## src/hwm_defs.svh

```systemverilog
// constants of the hardware monitor sequencer: offsets, fields, resets, timing
// assumes a 50 MHz system clock and a 45 kHz conversion tick derived from it
`ifndef HWM_DEFS_SVH
`define HWM_DEFS_SVH

// ----------------------------------------
// timing
// ----------------------------------------
`define HWM_CLK_HZ 50000000
`define HWM_CONV_HZ 45000
`define HWM_TICK_DIV (`HWM_CLK_HZ / `HWM_CONV_HZ)
`define HWM_TEMP_TICKS 7'd96
`define HWM_VOLT_TICKS 7'd68
`define HWM_IDLE_MS 1000
`define HWM_IDLE_TICKS (`HWM_IDLE_MS * `HWM_CONV_HZ / 1000)

// ----------------------------------------
// register offsets
// ----------------------------------------
`define HWM_READ_BASE 8'h20
`define HWM_RLS 8'h40
`define HWM_STATUS1 8'h41
`define HWM_STATUS2 8'h42
`define HWM_LIM_LO_BASE 8'h44
`define HWM_LIM_HI_BASE 8'h4c
`define HWM_EN1 8'h70
`define HWM_GRP_EN 8'h71
`define HWM_SFR 8'h7c
`define HWM_CONF 8'h7f

// ----------------------------------------
// fields and reset values
// ----------------------------------------
`define HWM_START_BIT 0
`define HWM_LOCK_BIT 1
`define HWM_LPMD_BIT 0
`define HWM_MODE_BIT 1
`define HWM_IRQ_GLOBAL_ENABLE_BIT 2
`define HWM_SRST_BIT 7
`define HWM_AVG_MSB 7
`define HWM_AVG_LSB 5
`define HWM_GRP_TEMP_BIT 0
`define HWM_GRP_VOLT_BIT 1
`define HWM_SFR_RST 8'h40
`define HWM_EN1_RST 8'hff
`define HWM_GRP_RST 8'h00
`define HWM_LIM_LO_RST 8'h00
`define HWM_LIM_HI_RST 8'hff
`define HWM_FORCE_FAULT 8'h80
`define HWM_FORCE_OFF 8'h00
`define HWM_TEMP_MASK 8'h83
`define HWM_VOLT_MASK 8'h7c

// ----------------------------------------
// sequence positions
// ----------------------------------------
`define HWM_CH_D1 3'd0
`define HWM_CH_AMB 3'd1
`define HWM_CH_D2 3'd7
`define HWM_CH_LAST 3'd7

`endif

```

## src/hwm_pkg.sv

```systemverilog
// types of the hardware monitor sequencer
// assumes hwm_defs.svh carries every number
package hwm_pkg;
  typedef enum logic [2:0] {
    ST_IDLE = 3'b000,
    ST_LAUNCH = 3'b001,
    ST_CONV = 3'b010,
    ST_STORE = 3'b011,
    ST_PAUSE = 3'b100
  } hwm_state_t;
endpackage

```

## src/hwm_seq.sv

```systemverilog
// sequencer, readings, limits and sticky status of the hardware monitor
// assumes the serial bus engine hands in byte strobes and the converter
// returns a code on conv_data_in by the end of each conversion period
`timescale 1ns/1ps
`include "hwm_defs.svh"
module hwm_seq
  import hwm_pkg::*;
#(
  parameter int unsigned IDLE_TICKS = `HWM_IDLE_TICKS,
  parameter int unsigned TICK_DIV = `HWM_TICK_DIV
) (
  // clock and reset
  input wire logic clk_in,
  input wire logic srst_in,
  // register port from the serial bus engine
  input wire logic [7:0] reg_addr_in,
  input wire logic reg_wr_in,
  input wire logic reg_rd_in,
  input wire logic [7:0] reg_wdata_in,
  output logic [7:0] reg_rdata_out,
  // converter
  output logic conv_start_out,
  output logic [2:0] conv_chan_out,
  input wire logic [7:0] conv_data_in,
  // remote diode pin conditions
  input wire logic [1:0] diode_fault_in,
  input wire logic [1:0] diode_neg_gnd_in,
  // outputs to the system
  output logic irq_n_out,
  output logic [1:0] fan_full_out,
  output logic busy_out
);
  // ----------------------------------------
  // declarations
  // ----------------------------------------
  hwm_state_t state_ff;
  logic [2:0] chan_ff;
  logic [6:0] period_ff;
  logic [16:0] idle_ff;
  logic start_ff;
  logic lock_ff;
  logic [7:0] sfr_ff;
  logic [6:0] conf_ff;
  logic soft_rst_ff;
  logic [7:0] en1_ff;
  logic [7:0] grp_ff;
  logic [7:0] status1_ff;
  logic [1:0] status2_ff;
  logic [7:0] active_ff;
  logic [7:0] reading_ff [0:7];
  logic [7:0] lim_lo_ff [0:7];
  logic [7:0] lim_hi_ff [0:7];
  logic [7:0] res_ff;
  logic [7:0] nxt_reading;
  logic [7:0] nxt_set1;
  logic [1:0] nxt_set2;
  logic any_rst;
  logic tick;
  logic sample;
  logic avg_done;
  logic [7:0] avg_result;
  logic [2:0] shift;
  logic is_temp;
  logic is_diode;
  logic dsel;
  logic [6:0] last_tick;
  logic cycle_mode;
  logic err;
  logic rd_st1;
  logic rd_st2;

  assign any_rst = srst_in || soft_rst_ff;
  assign cycle_mode = sfr_ff[`HWM_MODE_BIT];
  assign is_diode = chan_ff == `HWM_CH_D1 || chan_ff == `HWM_CH_D2;
  assign is_temp = is_diode || chan_ff == `HWM_CH_AMB;
  assign dsel = chan_ff == `HWM_CH_D2;
  assign last_tick = is_temp ? `HWM_TEMP_TICKS - 7'd1 : `HWM_VOLT_TICKS - 7'd1;
  assign sample = state_ff == ST_CONV && tick && period_ff == last_tick;
  assign rd_st1 = reg_rd_in && reg_addr_in == `HWM_STATUS1;
  assign rd_st2 = reg_rd_in && reg_addr_in == `HWM_STATUS2;

  // averaging depth as a shift, top select bit wins
  always_comb begin
    unique casez (sfr_ff[`HWM_AVG_MSB:`HWM_AVG_LSB])
      3'b1??: shift = 3'd5;
      3'b01?: shift = 3'd4;
      3'b001: shift = is_diode ? 3'd4 : 3'd0;
      3'b000: shift = is_diode ? 3'd7 : 3'd3;
    endcase
  end

  // ----------------------------------------
  // submodules
  // ----------------------------------------
  hwm_tick #(.DIV(TICK_DIV)) u_tick (
    .clk_in(clk_in),
    .srst_in(srst_in),
    .tick_out(tick)
  );

  hwm_avg u_avg (
    .clk_in(clk_in),
    .srst_in(srst_in),
    .clr_in(state_ff == ST_STORE || state_ff == ST_IDLE),
    .sample_in(sample),
    .shift_in(shift),
    .data_in(conv_data_in),
    .done_out(avg_done),
    .result_out(avg_result)
  );

  // ----------------------------------------
  // control registers
  // ----------------------------------------
  always_ff @(posedge clk_in) begin
    if (any_rst) begin
      start_ff <= 1'b0;
      lock_ff <= 1'b0;
      sfr_ff <= `HWM_SFR_RST;
      en1_ff <= `HWM_EN1_RST;
      grp_ff <= `HWM_GRP_RST;
    end else if (reg_wr_in) begin
      if (reg_addr_in == `HWM_RLS) begin
        // lock holds start until the next reset
        if (!lock_ff) begin
          start_ff <= reg_wdata_in[`HWM_START_BIT];
        end
        lock_ff <= lock_ff || reg_wdata_in[`HWM_LOCK_BIT];
      end
      if (reg_addr_in == `HWM_SFR) begin
        sfr_ff[7:1] <= reg_wdata_in[7:1];
        if (!lock_ff) begin
          sfr_ff[`HWM_LPMD_BIT] <= reg_wdata_in[`HWM_LPMD_BIT];
        end
      end
      if (reg_addr_in == `HWM_EN1) begin
        en1_ff <= reg_wdata_in;
      end
      if (reg_addr_in == `HWM_GRP_EN) begin
        grp_ff <= reg_wdata_in;
      end
    end
  end

  // soft reset pulse is self clearing; it clears config too
  always_ff @(posedge clk_in) begin
    if (any_rst) begin
      soft_rst_ff <= 1'b0;
      conf_ff <= 7'h00;
    end else if (reg_wr_in && reg_addr_in == `HWM_CONF) begin
      soft_rst_ff <= reg_wdata_in[`HWM_SRST_BIT];
      conf_ff <= reg_wdata_in[6:0];
    end
  end

  // limits: reset on power on and soft reset
  genvar gi;
  generate
    for (gi = 0; gi < 8; gi++) begin : g_lim
      always_ff @(posedge clk_in) begin
        if (any_rst) begin
          lim_lo_ff[gi] <= `HWM_LIM_LO_RST;
          lim_hi_ff[gi] <= `HWM_LIM_HI_RST;
        end else if (reg_wr_in) begin
          if (reg_addr_in == `HWM_LIM_LO_BASE + 8'(gi)) begin
            lim_lo_ff[gi] <= reg_wdata_in;
          end
          if (reg_addr_in == `HWM_LIM_HI_BASE + 8'(gi)) begin
            lim_hi_ff[gi] <= reg_wdata_in;
          end
        end
      end
    end
  endgenerate

  // ----------------------------------------
  // sequencer
  // ----------------------------------------
  always_ff @(posedge clk_in) begin
    if (any_rst) begin
      state_ff <= ST_IDLE;
      chan_ff <= `HWM_CH_D1;
      period_ff <= 7'd0;
      idle_ff <= 17'd0;
      res_ff <= 8'h00;
    end else begin
      unique case (state_ff)
        ST_IDLE: begin
          chan_ff <= `HWM_CH_D1;
          if (start_ff) begin
            state_ff <= ST_LAUNCH;
          end
        end
        ST_LAUNCH: begin
          period_ff <= 7'd0;
          state_ff <= ST_CONV;
        end
        ST_CONV: begin
          if (tick) begin
            period_ff <= period_ff + 7'd1;
          end
          if (avg_done) begin
            res_ff <= avg_result;
            state_ff <= ST_STORE;
          end else if (sample) begin
            state_ff <= ST_LAUNCH;
          end
        end
        ST_STORE: begin
          if (!start_ff) begin
            state_ff <= ST_IDLE;
          end else if (chan_ff != `HWM_CH_LAST) begin
            chan_ff <= chan_ff + 3'd1;
            state_ff <= ST_LAUNCH;
          end else if (cycle_mode) begin
            idle_ff <= 17'd0;
            state_ff <= ST_PAUSE;
          end else begin
            chan_ff <= `HWM_CH_D1;
            state_ff <= ST_LAUNCH;
          end
        end
        ST_PAUSE: begin
          // idle counted in conversion ticks to keep the counter short
          if (!start_ff) begin
            state_ff <= ST_IDLE;
          end else if (tick) begin
            idle_ff <= idle_ff + 17'd1;
            if (idle_ff == 17'(IDLE_TICKS - 1)) begin
              chan_ff <= `HWM_CH_D1;
              state_ff <= ST_LAUNCH;
            end
          end
        end
        default: begin
          state_ff <= ST_IDLE;
        end
      endcase
    end
  end

  // ----------------------------------------
  // readings and limit check
  // ----------------------------------------
  always_comb begin
    nxt_reading = res_ff;
    if (is_diode && diode_fault_in[dsel]) begin
      if (!en1_ff[chan_ff]) begin
        nxt_reading = `HWM_FORCE_OFF;
      end else if (!diode_neg_gnd_in[dsel]) begin
        nxt_reading = `HWM_FORCE_FAULT;
      end
    end
  end

  // equal to a limit counts as a violation
  assign err = nxt_reading >= lim_hi_ff[chan_ff] || nxt_reading <= lim_lo_ff[chan_ff];

  // readings survive soft reset; only stored once per pass
  always_ff @(posedge clk_in) begin
    if (srst_in) begin
      for (int i = 0; i < 8; i++) begin
        reading_ff[i] <= 8'h00;
      end
    end else if (state_ff == ST_STORE) begin
      reading_ff[chan_ff] <= nxt_reading;
    end
  end

  always_ff @(posedge clk_in) begin
    if (any_rst) begin
      active_ff <= 8'h00;
    end else if (state_ff == ST_STORE) begin
      active_ff[chan_ff] <= err;
    end
  end

  // ----------------------------------------
  // sticky status
  // ----------------------------------------
  always_comb begin
    nxt_set1 = 8'h00;
    nxt_set2 = 2'b00;
    if (state_ff == ST_STORE) begin
      nxt_set1[chan_ff] = err && en1_ff[chan_ff];
      if (is_diode) begin
        nxt_set2[dsel] = diode_fault_in[dsel] && en1_ff[chan_ff];
      end
    end
  end

  // set beats the read clear; writes never reach these
  always_ff @(posedge clk_in) begin
    if (any_rst) begin
      status1_ff <= 8'h00;
    end else if (rd_st1) begin
      status1_ff <= nxt_set1 | (status1_ff & active_ff);
    end else begin
      status1_ff <= status1_ff | nxt_set1;
    end
  end

  always_ff @(posedge clk_in) begin
    if (any_rst) begin
      status2_ff <= 2'b00;
    end else if (rd_st2) begin
      status2_ff <= nxt_set2 | (status2_ff & diode_fault_in);
    end else begin
      status2_ff <= status2_ff | nxt_set2;
    end
  end

  // ----------------------------------------
  // outputs
  // ----------------------------------------
  // fault bits stay out of the interrupt; only the forced reading reaches it
  always_ff @(posedge clk_in) begin
    if (any_rst) begin
      irq_n_out <= 1'b1;
    end else begin
      irq_n_out <= !(start_ff && sfr_ff[`HWM_IRQ_GLOBAL_ENABLE_BIT] &&
        (((|(status1_ff & en1_ff & `HWM_TEMP_MASK)) && grp_ff[`HWM_GRP_TEMP_BIT]) ||
        ((|(status1_ff & en1_ff & `HWM_VOLT_MASK)) && grp_ff[`HWM_GRP_VOLT_BIT])));
    end
  end

  always_ff @(posedge clk_in) begin
    if (srst_in) begin
      fan_full_out <= 2'b00;
    end else begin
      fan_full_out[0] <= reading_ff[`HWM_CH_D1] == `HWM_FORCE_FAULT;
      fan_full_out[1] <= reading_ff[`HWM_CH_D2] == `HWM_FORCE_FAULT;
    end
  end

  always_ff @(posedge clk_in) begin
    if (any_rst) begin
      conv_start_out <= 1'b0;
      conv_chan_out <= 3'd0;
      busy_out <= 1'b0;
    end else begin
      conv_start_out <= state_ff == ST_LAUNCH;
      conv_chan_out <= chan_ff;
      busy_out <= state_ff != ST_IDLE && state_ff != ST_PAUSE;
    end
  end

  // read data one cycle after the strobe
  always_ff @(posedge clk_in) begin
    if (srst_in) begin
      reg_rdata_out <= 8'h00;
    end else if (reg_rd_in) begin
      reg_rdata_out <= 8'h00;
      if (reg_addr_in[7:3] == `HWM_READ_BASE >> 3) begin
        reg_rdata_out <= reading_ff[reg_addr_in[2:0]];
      end
      for (int i = 0; i < 8; i++) begin
        if (reg_addr_in == `HWM_LIM_LO_BASE + 8'(i)) begin
          reg_rdata_out <= lim_lo_ff[i];
        end
        if (reg_addr_in == `HWM_LIM_HI_BASE + 8'(i)) begin
          reg_rdata_out <= lim_hi_ff[i];
        end
      end
      unique case (reg_addr_in)
        `HWM_RLS: reg_rdata_out <= {6'h00, lock_ff, start_ff};
        `HWM_STATUS1: reg_rdata_out <= status1_ff;
        `HWM_STATUS2: reg_rdata_out <= {6'h00, status2_ff};
        `HWM_EN1: reg_rdata_out <= en1_ff;
        `HWM_GRP_EN: reg_rdata_out <= grp_ff;
        `HWM_SFR: reg_rdata_out <= sfr_ff;
        `HWM_CONF: reg_rdata_out <= {1'b0, conf_ff};
        default: begin
        end
      endcase
    end
  end
endmodule

```

## src/hwm_tick.sv

```systemverilog
// conversion clock tick generator
// assumes a free running system clock; one pulse every DIV clocks
`timescale 1ns/1ps
`include "hwm_defs.svh"
module hwm_tick #(
  parameter int unsigned DIV = `HWM_TICK_DIV
) (
  // clock and reset
  input wire logic clk_in,
  input wire logic srst_in,
  // tick
  output logic tick_out
);
  logic [15:0] cnt_ff;

  // ----------------------------------------
  // divider
  // ----------------------------------------
  always_ff @(posedge clk_in) begin
    if (srst_in || cnt_ff == 16'(DIV - 1)) begin
      cnt_ff <= 16'h0000;
    end else begin
      cnt_ff <= cnt_ff + 16'h0001;
    end
  end

  always_ff @(posedge clk_in) begin
    tick_out <= !srst_in && cnt_ff == 16'(DIV - 1);
  end
endmodule

```

## src/hwm_avg.sv

```systemverilog
// averaging accumulator for one reading
// assumes the sample count is a power of two given as a shift
`timescale 1ns/1ps
module hwm_avg (
  // clock and reset
  input wire logic clk_in,
  input wire logic srst_in,
  // control
  input wire logic clr_in,
  input wire logic sample_in,
  input wire logic [2:0] shift_in,
  input wire logic [7:0] data_in,
  // result
  output logic done_out,
  output logic [7:0] result_out
);
  logic [14:0] sum_ff;
  logic [6:0] n_ff;
  logic [14:0] total;
  logic [6:0] last;

  // ----------------------------------------
  // accumulate
  // ----------------------------------------
  // sum plus the sample being taken, so the last one counts
  assign total = sum_ff + {7'h00, data_in};
  assign last = 7'((8'h01 << shift_in) - 8'h01);
  assign done_out = sample_in && n_ff == last;
  assign result_out = 8'(total >> shift_in);

  always_ff @(posedge clk_in) begin
    if (srst_in || clr_in) begin
      sum_ff <= 15'h0000;
      n_ff <= 7'h00;
    end else if (sample_in) begin
      sum_ff <= total;
      n_ff <= n_ff + 7'h01;
    end
  end
endmodule

```

## config.mk

```make
export PLATFORM = sky130hd
export DESIGN_NAME = hwm_seq
export DESIGN_NICKNAME = d
export VERILOG_FILES = /design/src/hwm_pkg.sv /design/src/hwm_seq.sv /design/src/hwm_tick.sv /design/src/hwm_avg.sv
export VERILOG_INCLUDE_DIRS = /design/src
export SDC_FILE = /design/constraint.sdc
export NUM_CORES = 1
export LEC_CHECK = 0
export CAP_MARGIN = 15
export CORE_UTILIZATION = 25
export CTS_BUF_LIST = sky130_fd_sc_hd__clkbuf_4
export CTS_CLUSTER_SIZE = 40
export DETAILED_ROUTE_END_ITERATION = 10
export DONT_BUFFER_PORTS = 1
export PLACE_DENSITY = 0.35
export SYNTH_ARGS = -nofsm -noshare
export SYNTH_HDL_FRONTEND = slang
export SYNTH_SLANG_ARGS = --single-unit
export TNS_END_PERCENT = 50
```

## constraint.sdc

```tcl
create_clock -name clk_in -period 9 [get_ports clk_in]
set_clock_uncertainty 0.1 [all_clocks]
set_input_delay 0 -clock clk_in [delete_from_list [all_inputs] [get_ports clk_in]]
set_output_delay 0 -clock clk_in [all_outputs]
set_load 0.02 [all_outputs]
```

======== Yosys cells after proc, flatten, opt, wreduce, memory -nomap -nowiden ========
Memory sizes are Yosys's and may differ from the RTL's. A register that Yosys moved wholly into a read port is not among the register bits.
Index checks and enable logic that the tools add are counted.
operators by class
  add/subtract/negate cells ............... 7
  $lt $le $gt $ge ......................... 6
  equal/unequal tests ..................... 52
  shift operators ......................... 2
  mux-type cells .......................... 160
  bitwise gates (word level) .............. 26
  reduce and logical (&&, ||, !) cells .... 49
operators by type and width
  cell                   count
  $mux 8                 39
  $eq 8x7->1 const B     23
  $mux 17                5
  $mux 1                 79
  $mux 3                 22
  $pmux 8 s7             1
  $pmux 17 s2            1
  $and 8x8->8            3
  $add 17x1->17 const B  1
  $eq 17x16->1 const B   1
  $logic_and 1x1->1      17
  $add 16x1->16 const B  1
  $eq 16x11->1 const B   1
  $eq 8x8->1 const B     2
  $or 1x1->1             16
  $or 8x8->8             2
  $add 15x8->15          1
  $pmux 3 s5             1
  $shr 15x3->8           1
  $add 7x1->7 const B    2
  $eq 7x7->1             2
  $pmux 7 s2             1
  $ne 2x2->1 const B     6
  $pmux 3 s4             1
  other kinds (40)       73
word-level totals
  bits in registers ....................... 145
  RAM bits ................................ 192
  input port bits ......................... 32
  output and inout bits ................... 16
  word-level logic and storage cells ...... 331
  memories ................................ 3
memories
  memory      depth  bits a word  rd ports  clocked after memory_dff  write ports  RTL line       RTL
  lim_hi_ff   8      8            9         1                         8            hwm_seq.sv:52  logic [7:0] lim_hi_ff [0:7];
  lim_lo_ff   8      8            9         1                         8            hwm_seq.sv:51  logic [7:0] lim_lo_ff [0:7];
  reading_ff  8      8            3         0                         8            hwm_seq.sv:50  logic [7:0] reading_ff [0:7];

======== Longest topological paths before layout ========
Gate-level depths: netlist (run 1).
  depth after elaboration ................. 19
  mapped depth ............................ 18

======== Cells and area by module ========
From an unflattened synthesis (run 1), not the netlist that was laid out.
unflattened totals
  cell total of the unflattened synthesis .. 1844
  area, all modules ....................... 18398.9 um2
modules (own cells, without submodules)
  module    instances  cells an instance  area each (um2)  sequential area each (um2)
  hwm_seq   1          1465               15327.2          7947.6
  hwm_avg   1          291                2273.4           440.4
  hwm_tick  1          88                 798.3            340.3

======== Worst setup path after synthesis (run 1) ========
Ideal clock, no wire load.
  path kind ............................... register to register
  start ................................... reg chan_ff[1]
  end ..................................... reg status1_ff[1]
  arrival time ............................ 3.644 ns
  required time ........................... 8.770 ns
  slack ................................... 5.126 ns
  stages on the path, launching flop included .. 18
  clock period less this slack ............ 3.874 ns
  cell sequence ........................... dfxtp_1 > clkbuf_1 > inv_1 > ha_1 > mux2i_1 > buf_2 > nor2_1 > o21ai_1 > nand2_1 > ha_1 > nand2b_1 > a21oi_1 > nor2b_1 > o21ai_0 > a21oi_1 > a211oi_1 > clkbuf_1 > o21ai_0
on the way
  longest elaborated chain between the ends .. 13
  elaborated cells between the ends (all ways) .. 27
  those cells by class .................... order compare: 4; eq/ne: 1; mux: 13; bitwise: 3; reduce/logical: 6
RTL lines
  what                                        RTL line                        RTL
  from (decl)                                 hwm_seq.sv:37                   logic [2:0] chan_ff;
  from (signal assigned)                      hwm_seq.sv:182                  chan_ff <= `HWM_CH_D1;
  from (signal assigned)                      hwm_seq.sv:189                  chan_ff <= `HWM_CH_D1;
  from (signal assigned)                      hwm_seq.sv:213                  chan_ff <= chan_ff + 3'd1;
  $eq 3x3->1 (no source line)                 -
  $mux 1 (implied by the code) (2 in series)  hwm_seq.sv:250                  end else if (!diode_neg_gnd_in[dsel]) begin
  $mux 8                                      hwm_seq.sv:250
  $mux 8                                      hwm_seq.sv:248                  if (!en1_ff[chan_ff]) begin
  $mux 8                                      hwm_seq.sv:247                  if (is_diode && diode_fault_in[dsel]) begin
  $ge 8x8->1 or $le 8x8->1 (tied branches)    hwm_seq.sv:257                  assign err = nxt_reading >= lim_hi_ff[chan_ff] || nxt_reading <= lim_lo_ff[chan_ff];
  $logic_or 1x1->1                            hwm_seq.sv:257
  $logic_and 1x1->1                           hwm_seq.sv:285                  nxt_set1[chan_ff] = err && en1_ff[chan_ff];
  $and 8x8->8 (no source line) *              -
  $mux 8 *                                    hwm_seq.sv:284                  if (state_ff == ST_STORE) begin
  $or 8x8->8 (on tied branches)               hwm_seq.sv:299, hwm_seq.sv:297
  $mux 8 *                                    hwm_seq.sv:296                  end else if (rd_st1) begin
  to (signal assigned)                        hwm_seq.sv:297                  status1_ff <= nxt_set1 | (status1_ff & active_ff);
  to (signal assigned)                        hwm_seq.sv:299                  status1_ff <= status1_ff | nxt_set1;
  to (decl)                                   hwm_seq.sv:47                   logic [7:0] status1_ff;
Mark *: on every way between the ends. The rest lies on a longest branch, timed or not. The select of a mux whose other input is x is not followed.
A chain may end at the register's enable or synchronous reset.

======== Worst setup path after layout (run 1) ========
  start ................................... reg chan_ff[0]
  end ..................................... reg status1_ff[4]
The elaborated chain is that of the path after synthesis.

==> results of run 1 <==
metrics by stage:
step | utilization [%] | cells | power [mW] | hold slack [ns]
final | 29.8 | 2955 | 3.54 | 0.104
after global routing | 29.8 | 2953 | 3.70 | -0.00444
after CTS | 29.8 | 2948 | 3.60 | 0.000389
after detailed placement | 26.7 | 2681 | 1.93 | -0.0112
after global placement | 26.7 | 2681 | 1.94 | -0.00987
after floorplan | - | 1827 | 1.87 | 0.0377
cell type report:
class,instances,area (um2),area share (%)
Antenna cell,7,17.5,0.0819
Clock buffer,153,1150,5.37
Clock inverter,30,175,0.819
Inverter,30,113,0.526
Multi-Input combinational cell,1327,8850,41.4
Sequential cell,340,8730,40.8
Tap cell,950,1190,5.56
Timing Repair Buffer,118,1170,5.45
metal layers:
metal	wire length (um)	vias up
li1	-	7080
met1	31900	7673
met2	33600	494
met3	4340	132
met4	2230	2
met5	7	-
power groups by stage:
stage | sequential, mW | clock (mW) | combinational (mW)
after CTS | 1.72 | 1.64 | 0.241
final | 1.72 | 1.58 | 0.239
after global routing | 1.73 | 1.71 | 0.254
after floorplan | 1.74 | 0 | 0.131
after detailed placement | 1.76 | 0 | 0.178
after global placement | 1.76 | 0 | 0.178
flip-flops by register name, indices dropped and copies added (netlist names), 15 cells and up, named ones only:
signal / count
reading_ff: 64
lim_hi_ff: 64
idle_ff: 17
u_tick.cnt_ff: 16
u_avg.sum_ff: 15
lim_lo_ff: 64
how the worst max path moves through the flow:
stage,from,endpoint,slack [ns],cells past startpoint
after floorplan,chan_ff[1],status1_ff[1],5.13,17
after global placement,chan_ff[2],status1_ff[4],4.31,15
after detailed placement,chan_ff[2],active_ff[2],4.14,15
after CTS,chan_ff[0],status1_ff[4],3.74,14
after global routing,chan_ff[0],status1_ff[4],3.17,14
final,chan_ff[0],status1_ff[4],3.76,14
worst max-delay path: stages (launching register included):
cell,delay [ns]
sky130_fd_sc_hd__dfxtp_1,0.75
sky130_fd_sc_hd__ha_1,0.36
sky130_fd_sc_hd__ha_1,0.33
sky130_fd_sc_hd__mux2i_1,0.12
sky130_fd_sc_hd__dlygate4sd3_1,0.58
sky130_fd_sc_hd__o21ai_1,0.43
sky130_fd_sc_hd__nand2_1,0.37
sky130_fd_sc_hd__ha_1,0.38
sky130_fd_sc_hd__nand2b_1,0.14
sky130_fd_sc_hd__a21oi_1,0.14
sky130_fd_sc_hd__nor2b_1,0.06
sky130_fd_sc_hd__o21ai_0,0.15
sky130_fd_sc_hd__a21oi_1,0.09
sky130_fd_sc_hd__a211oi_2,0.85
sky130_fd_sc_hd__o21ai_0,0.21
what timing repair did:
| action | CTS | global route |
|---|---|---|
| endpoints found under the setup margin | 0 | 0 |
| hold buffers | 84 | 0 |
| hold endpoints to repair | 514 | 0 |
logic make-up after synthesis:
group / count (synthesis) / synth area share, %
simple gates: 777 / 21.1
compound gates: 357 / 13.3
flops: 340 / 48.0
buf+inv: 160 / 3.37
mux: 100 / 8.96
xor+xnor: 57 / 2.75
fa+ha+maj: 35 / 2.45
other cells: 1 / 0.0206
cells in the final DEF (no fill, tap or decap), types with 16 or more instances in the layout:
master / Yosys / layout
sky130_fd_sc_hd__dlygate4sd3_1: 0 / 77
sky130_fd_sc_hd__mux2i_1: 40 / 40
sky130_fd_sc_hd__nand4_1: 25 / 25
sky130_fd_sc_hd__o21ai_0: 76 / 74
sky130_fd_sc_hd__nor3_1: 42 / 42
sky130_fd_sc_hd__dfxtp_1: 148 / 147
sky130_fd_sc_hd__clkbuf_4: 0 / 153
sky130_fd_sc_hd__clkinv_1: 1 / 24
sky130_fd_sc_hd__buf_4: 0 / 34
sky130_fd_sc_hd__xor2_1: 34 / 34
sky130_fd_sc_hd__xnor2_1: 23 / 23
sky130_fd_sc_hd__nand3_1: 81 / 81
sky130_fd_sc_hd__ha_1: 34 / 34
sky130_fd_sc_hd__and2_1: 38 / 38
sky130_fd_sc_hd__o211ai_1: 26 / 26
sky130_fd_sc_hd__a21oi_1: 84 / 84
sky130_fd_sc_hd__a221oi_1: 16 / 16
sky130_fd_sc_hd__mux4_2: 49 / 49
sky130_fd_sc_hd__or3_1: 74 / 74
sky130_fd_sc_hd__nand2_1: 165 / 165
sky130_fd_sc_hd__and3_1: 44 / 44
sky130_fd_sc_hd__nand2b_1: 17 / 17
sky130_fd_sc_hd__nor2_1: 223 / 221
sky130_fd_sc_hd__inv_1: 29 / 29
sky130_fd_sc_hd__edfxtp_1: 192 / 192
==> results.sh, run 1 <==
export IMPL_status="finished, final reports clean"
export IMPL_grt_pass1_vias=15600
export IMPL_sequentialPowerShare_pct=48.7
export IMPL_synth_edf_count=192
export IMPL_cts_made_buffers=101
export IMPL_maxcap_violations=0
export IMPL_numClockSinks=340
export IMPL_min_path_type="input pin to flip-flop"
export IMPL_synth_common_cells="sky130_fd_sc_hd__nor2_1, sky130_fd_sc_hd__edfxtp_1, sky130_fd_sc_hd__nand2_1"
export IMPL_pre_cts_ws_ns=4.14
export IMPL_place_port_buffers=0
export IMPL_switching_share_pct=26.6
export IMPL_finish_instance_area_um2=21400
export IMPL_postSynthRegisterBits=340
export IMPL_power_density_nw_per_um2=165
export IMPL_grt_use_total_pct=19.6
export IMPL_grt_max_degree=54
export IMPL_number_of_nets_with_antenna_violations_after_detailed_routing=0
export IMPL_cts_buffer_depth=3
export IMPL_yosys_cell_count_top_type="sky130_fd_sc_hd__nor2_1"
export IMPL_worst_r2r_path_depth=14
export IMPL_floorplan_die_area_um2=73800
export IMPL_synth_distinct_cells=85
export IMPL_ys_flop_type="sky130_fd_sc_hd__edfxtp_1"
export IMPL_dr_total_vias=15400
export IMPL_ys_async_sr_fraction_pct=0
export IMPL_drv_slew=0
export IMPL_core_um2=71700
export IMPL_global_route_overflow_total=0
export IMPL_hpwl_after_detailed_placement_um=48400
export IMPL_drive_above_1_share_pct=14.5
export IMPL_top_usage_layer="met2"
export IMPL_tritoncts_clock_tree="built"
export IMPL_ys_top_cells_by_area="sky130_fd_sc_hd__edfxtp_1, sky130_fd_sc_hd__dfxtp_1, sky130_fd_sc_hd__mux4_2"
export IMPL_cp_capture_type="flip-flop"
export IMPL_regToRegSetupSlack_ns=3.76
export IMPL_min_delay_path_depth=5
export IMPL_synth_cell_area_um2=18200
export IMPL_p_int_mw=2.60
export IMPL_clk_pin_slew_ns=0.07
export IMPL_netlist_area_leader_share_pct=31.7
export IMPL_top_level_ports=48
export IMPL_timing_critical_path_arrival_ns=5.83
export IMPL_final_setup_vio_count=0
export IMPL_hp_start="reg_addr_in[3]"
export IMPL_grt_setup_unrepaired="false"
export IMPL_grt_pass1_wl_um=107000
export IMPL_fmax_mhz=191
export IMPL_grt_use_met2_pct=32.0
export IMPL_synth_cells=1827
export IMPL_die_w_um=272
export IMPL_met3_usage_pct=4.51
export IMPL_post_synthesis_net_count=1894
export IMPL_worst_slew_pin_transition_ns=1.21
export IMPL_clockRootBuffer="sky130_fd_sc_hd__clkbuf_4"
export IMPL_netlist_top_cell_by_area="sky130_fd_sc_hd__edfxtp_1"
export IMPL_timing_critical_path_from_type="flip-flop"
export IMPL_n_fill_cell=7584
export IMPL_power_static_leakage_nw=7.20
export IMPL_postLayoutSetupSlackWorst_ns=3.76
export IMPL_hold_viol=0
export IMPL_power_net_switching_mw=0.941
export IMPL_worstPathRequired_ns=9.59
export IMPL_post_drt_via_cell_ratio=5.21
export IMPL_relSlewSlack_pct=19.0
export IMPL_clock_latency_ns=0.87
export IMPL_drt_drc_violations_left=0
export IMPL_drt_wirelength_per_cell_um=24.4
export IMPL_grt_antenna_before_repair=4
export IMPL_number_of_nets_in_the_final_layout=1985
export IMPL_postRouteWirelength_um=72100
export IMPL_layout_worst_path_cycle_share_pct=58.2
export IMPL_power_frac_clock_pct=44.5
export IMPL_initialDrtViolationCount=1269
export IMPL_layout_area_overhead_vs_synth_pct=17.7
export IMPL_first_pass_iters=7
export IMPL_synth_seq_area_share_pct=48.0
export IMPL_setup_total_negative_slack_ns=0
export IMPL_initial_utilization_pct=25.3
export IMPL_syn_avg_cell_area_um2=9.94
export IMPL_ctsResizeCount=0
export IMPL_cts_post_setup_buffers_inserted=0
export IMPL_gp_routability_congestion=0.854
export IMPL_crit_reg2reg_capture="status1_ff[4]"
export IMPL_crit_fanout=19
export IMPL_fin_crit_ns=5.24
export IMPL_crit_type="flip-flop to flip-flop"
export IMPL_h_tree_depth=3
export IMPL_min_delay_worst_endpoint="reg_rdata_out[6]"
export IMPL_placedInstanceArea_um2=19100
export IMPL_floorplan_die_height_um=272
export IMPL_timing_rr_start="chan_ff[0]"
export IMPL_grt_use_met1_pct=25.3
export IMPL_fp_row_count=98
export IMPL_logic_pwr_share_pct=6.8
export IMPL_synthesis_warnings=0
export IMPL_vdd_ir_drop_worst_v=0.0000771
(Power assumes the default switching activity.)
==> inputs of run 2 (changes only) <==
Clock period 9 ns to 5.3 ns, I/O delays scaled along.
==> run 2 against run 1 <==
  * Via count rose by 1.2%
  * Critical path type unchanged
  * Largest cell class unchanged
  * Count of clock-buffer cells in the layout did not move
  * Highest routed layer unchanged
  * Combinational power rose by 78%
  * Hold slack got worse by 0.043 ns
==> results.sh, run 2 (synthesis results as in run 1) <==
export IMPL_clk_pin_slew_ns=0.07
export IMPL_dr_total_vias=15600
export IMPL_relSlewSlack_pct=18.7
export IMPL_power_density_nw_per_um2=280
export IMPL_layout_area_overhead_vs_synth_pct=19.3
export IMPL_global_route_overflow_total=0
export IMPL_power_static_leakage_nw=7.29
export IMPL_top_level_ports=48
export IMPL_layout_worst_path_cycle_share_pct=87.8
export IMPL_most_common_layout_cells="sky130_fd_sc_hd__nor2_1, sky130_fd_sc_hd__edfxtp_1, sky130_fd_sc_hd__nand2_1"
export IMPL_min_path_type="input pin to flip-flop"
export IMPL_cts_buffer_depth=3
export IMPL_setup_total_negative_slack_ns=0
export IMPL_multi_input_combinational_cell_area_um2=8860
export IMPL_clockRootBuffer="sky130_fd_sc_hd__clkbuf_4"
export IMPL_power_net_switching_mw=1.64
export IMPL_grt_max_degree=58
export IMPL_path_cells="ha_1 -> ha_1 -> mux2i_1 -> nor2_1 -> a21oi_1 -> dlygate4sd3_1 -> a21o_1 -> inv_1 -> ha_1 -> nand3_1 -> o21bai_1 -> a211oi_4 -> o21ai_0"
export IMPL_cts_made_buffers=103
export IMPL_worstPathRequired_ns=5.91
export IMPL_crit_fanout=19
export IMPL_vdd_ir_drop_worst_v=0.000137
export IMPL_cp_capture_type="flip-flop"
export IMPL_grt_setup_unrepaired="false"
export IMPL_post_drt_via_cell_ratio=5.22
export IMPL_fin_crit_ns=4.65
export IMPL_n_fill_cell=7565
export IMPL_hpwl_after_detailed_placement_um=49300
export IMPL_layout_commonest_cell="sky130_fd_sc_hd__nor2_1"
export IMPL_initialDrtViolationCount=1524
export IMPL_numClockSinks=340
export IMPL_gp_routability_congestion=0.853
export IMPL_floorplan_die_height_um=272
export IMPL_switching_share_pct=27.0
export IMPL_crit_type="flip-flop to flip-flop"
export IMPL_placed_cells_incl_taps=2684
export IMPL_grt_use_total_pct=19.9
export IMPL_initial_utilization_pct=25.3
export IMPL_tritoncts_clock_tree="built"
export IMPL_reg_top3="lim_hi_ff: 64 flops, lim_lo_ff: 64 flops, reading_ff: 64 flops"
export IMPL_timing_critical_path_slowest_stage_cell="sky130_fd_sc_hd__dfxtp_1"
export IMPL_maxcap_violations=0
export IMPL_first_pass_iters=6
export IMPL_cts_post_setup_buffers_inserted=0
export IMPL_grt_pass1_wl_um=108000
export IMPL_worst_slew_pin_transition_ns=1.22
export IMPL_power_frac_clock_pct=44.7
export IMPL_final_setup_vio_count=0
export IMPL_die_w_um=272
export IMPL_timing_critical_path_from_type="flip-flop"
export IMPL_area_taken_by_flip_flops_and_latches_um2=8730
export IMPL_fmax_mhz=215
export IMPL_status="finished, final reports clean"
export IMPL_final_cell_count_no_fill=2983
export IMPL_regToRegSetupSlack_ns=0.65
export IMPL_h_tree_depth=3
export IMPL_number_of_nets_with_antenna_violations_after_detailed_routing=0
export IMPL_number_of_nets_in_the_final_layout=2006
export IMPL_grt_pass1_vias=15600
export IMPL_timing_critical_path_arrival_ns=5.26
export IMPL_fp_row_count=98
export IMPL_floorplan_die_area_um2=73800
export IMPL_drt_drc_violations_left=0
export IMPL_clock_latency_ns=0.92
export IMPL_place_port_buffers=0
export IMPL_slowest_stage_delay_on_critical_path_ns=0.74
export IMPL_drive_above_1_share_pct=14.7
export IMPL_logic_pwr_share_pct=7.0
export IMPL_sequentialPowerShare_pct=48.3
export IMPL_drt_wirelength_per_cell_um=24.8
export IMPL_hold_viol=0
export IMPL_p_int_mw=4.43
export IMPL_path_common_cell="sky130_fd_sc_hd__ha_1"
export IMPL_grt_antenna_before_repair=8
export IMPL_postRouteWirelength_um=74100
export IMPL_drv_slew=0
export IMPL_core_um2=71700
run 2: critical path: cells and delay by family, from the launching register on:
family                     cells  cell delay [ns]
AOI/OAI and AO/OA              5             1.54
adders and majority gates      3             1.01
buffers and inverters          2             0.67
DFF                            1             0.74
muxes                          1             0.21
and+or+nand+nor                2             0.17
run 2: final cells by class:
cell class / instances / area share [%]
Clock buffer: 153 / 5.30
Clock inverter: 36 / 0.964
Tap cell: 950 / 5.48
Multi-Input combinational cell: 1327 / 40.9
Antenna cell: 10 / 0.115
Inverter: 30 / 0.519
Timing Repair Buffer: 137 / 6.49
Sequential cell: 340 / 40.3
run 2: routing by layer:
layer	part of all wire (%)	vias up	GRT usage [%]
li1	-	7120	-
met1	44	7711	26.0
met2	46	575	32.0
met3	6.7	153	4.81
met4	3.3	4	6.77
met5	0.038	-	0
run 2: path summary, 6_finish.rpt:
path	start	endpoint	cells past startpoint
setup / recovery	chan_ff[0]	status1_ff[1]	13
hold / removal	reg_addr_in[7]	reg_rdata_out[6]	7
setup reg to reg	chan_ff[0]	status1_ff[1]	13
hold reg to reg	conf_ff[3]	conf_ff[3]	2
run 2: power by group through the flow:
stage | clock (mW) | combinational (mW) | sequential [mW]
final | 2.72 | 0.426 | 2.93
after global routing | 2.96 | 0.451 | 2.94
after CTS | 2.82 | 0.426 | 2.93
after detailed placement | 0 | 0.304 | 2.99
after global placement | 0 | 0.302 | 2.99
after floorplan | 0 | 0.222 | 2.95
run 2: through the flow:
step / setup slack, ns / hold WS (ns) / instance area (um2) / total power, mW / util (%)
3_5_place_dp: 0.471 / -0.0120 / 19200 / 3.29 / 26.8
6_report: 0.648 / 0.0606 / 21700 / 6.07 / 30.2
4_1_cts: 0.333 / 0.00207 / 21600 / 6.18 / 30.2
2_1_floorplan: 1.43 / 0.0377 / 18200 / 3.17 / -
5_1_grt: 0.158 / -0.000955 / 21700 / 6.35 / 30.2
3_3_place_gp: 0.584 / -0.0105 / 19200 / 3.29 / 26.7
run 2: timing repair:
| item | 4_1_cts | 5_1_grt |
|---|---|---|
| gates resized for setup | 0 | 1 |
| hold buffers | 99 | 0 |
| endpoints found under the setup margin | 0 | 11 |
| hold endpoints to repair | 496 | 0 |
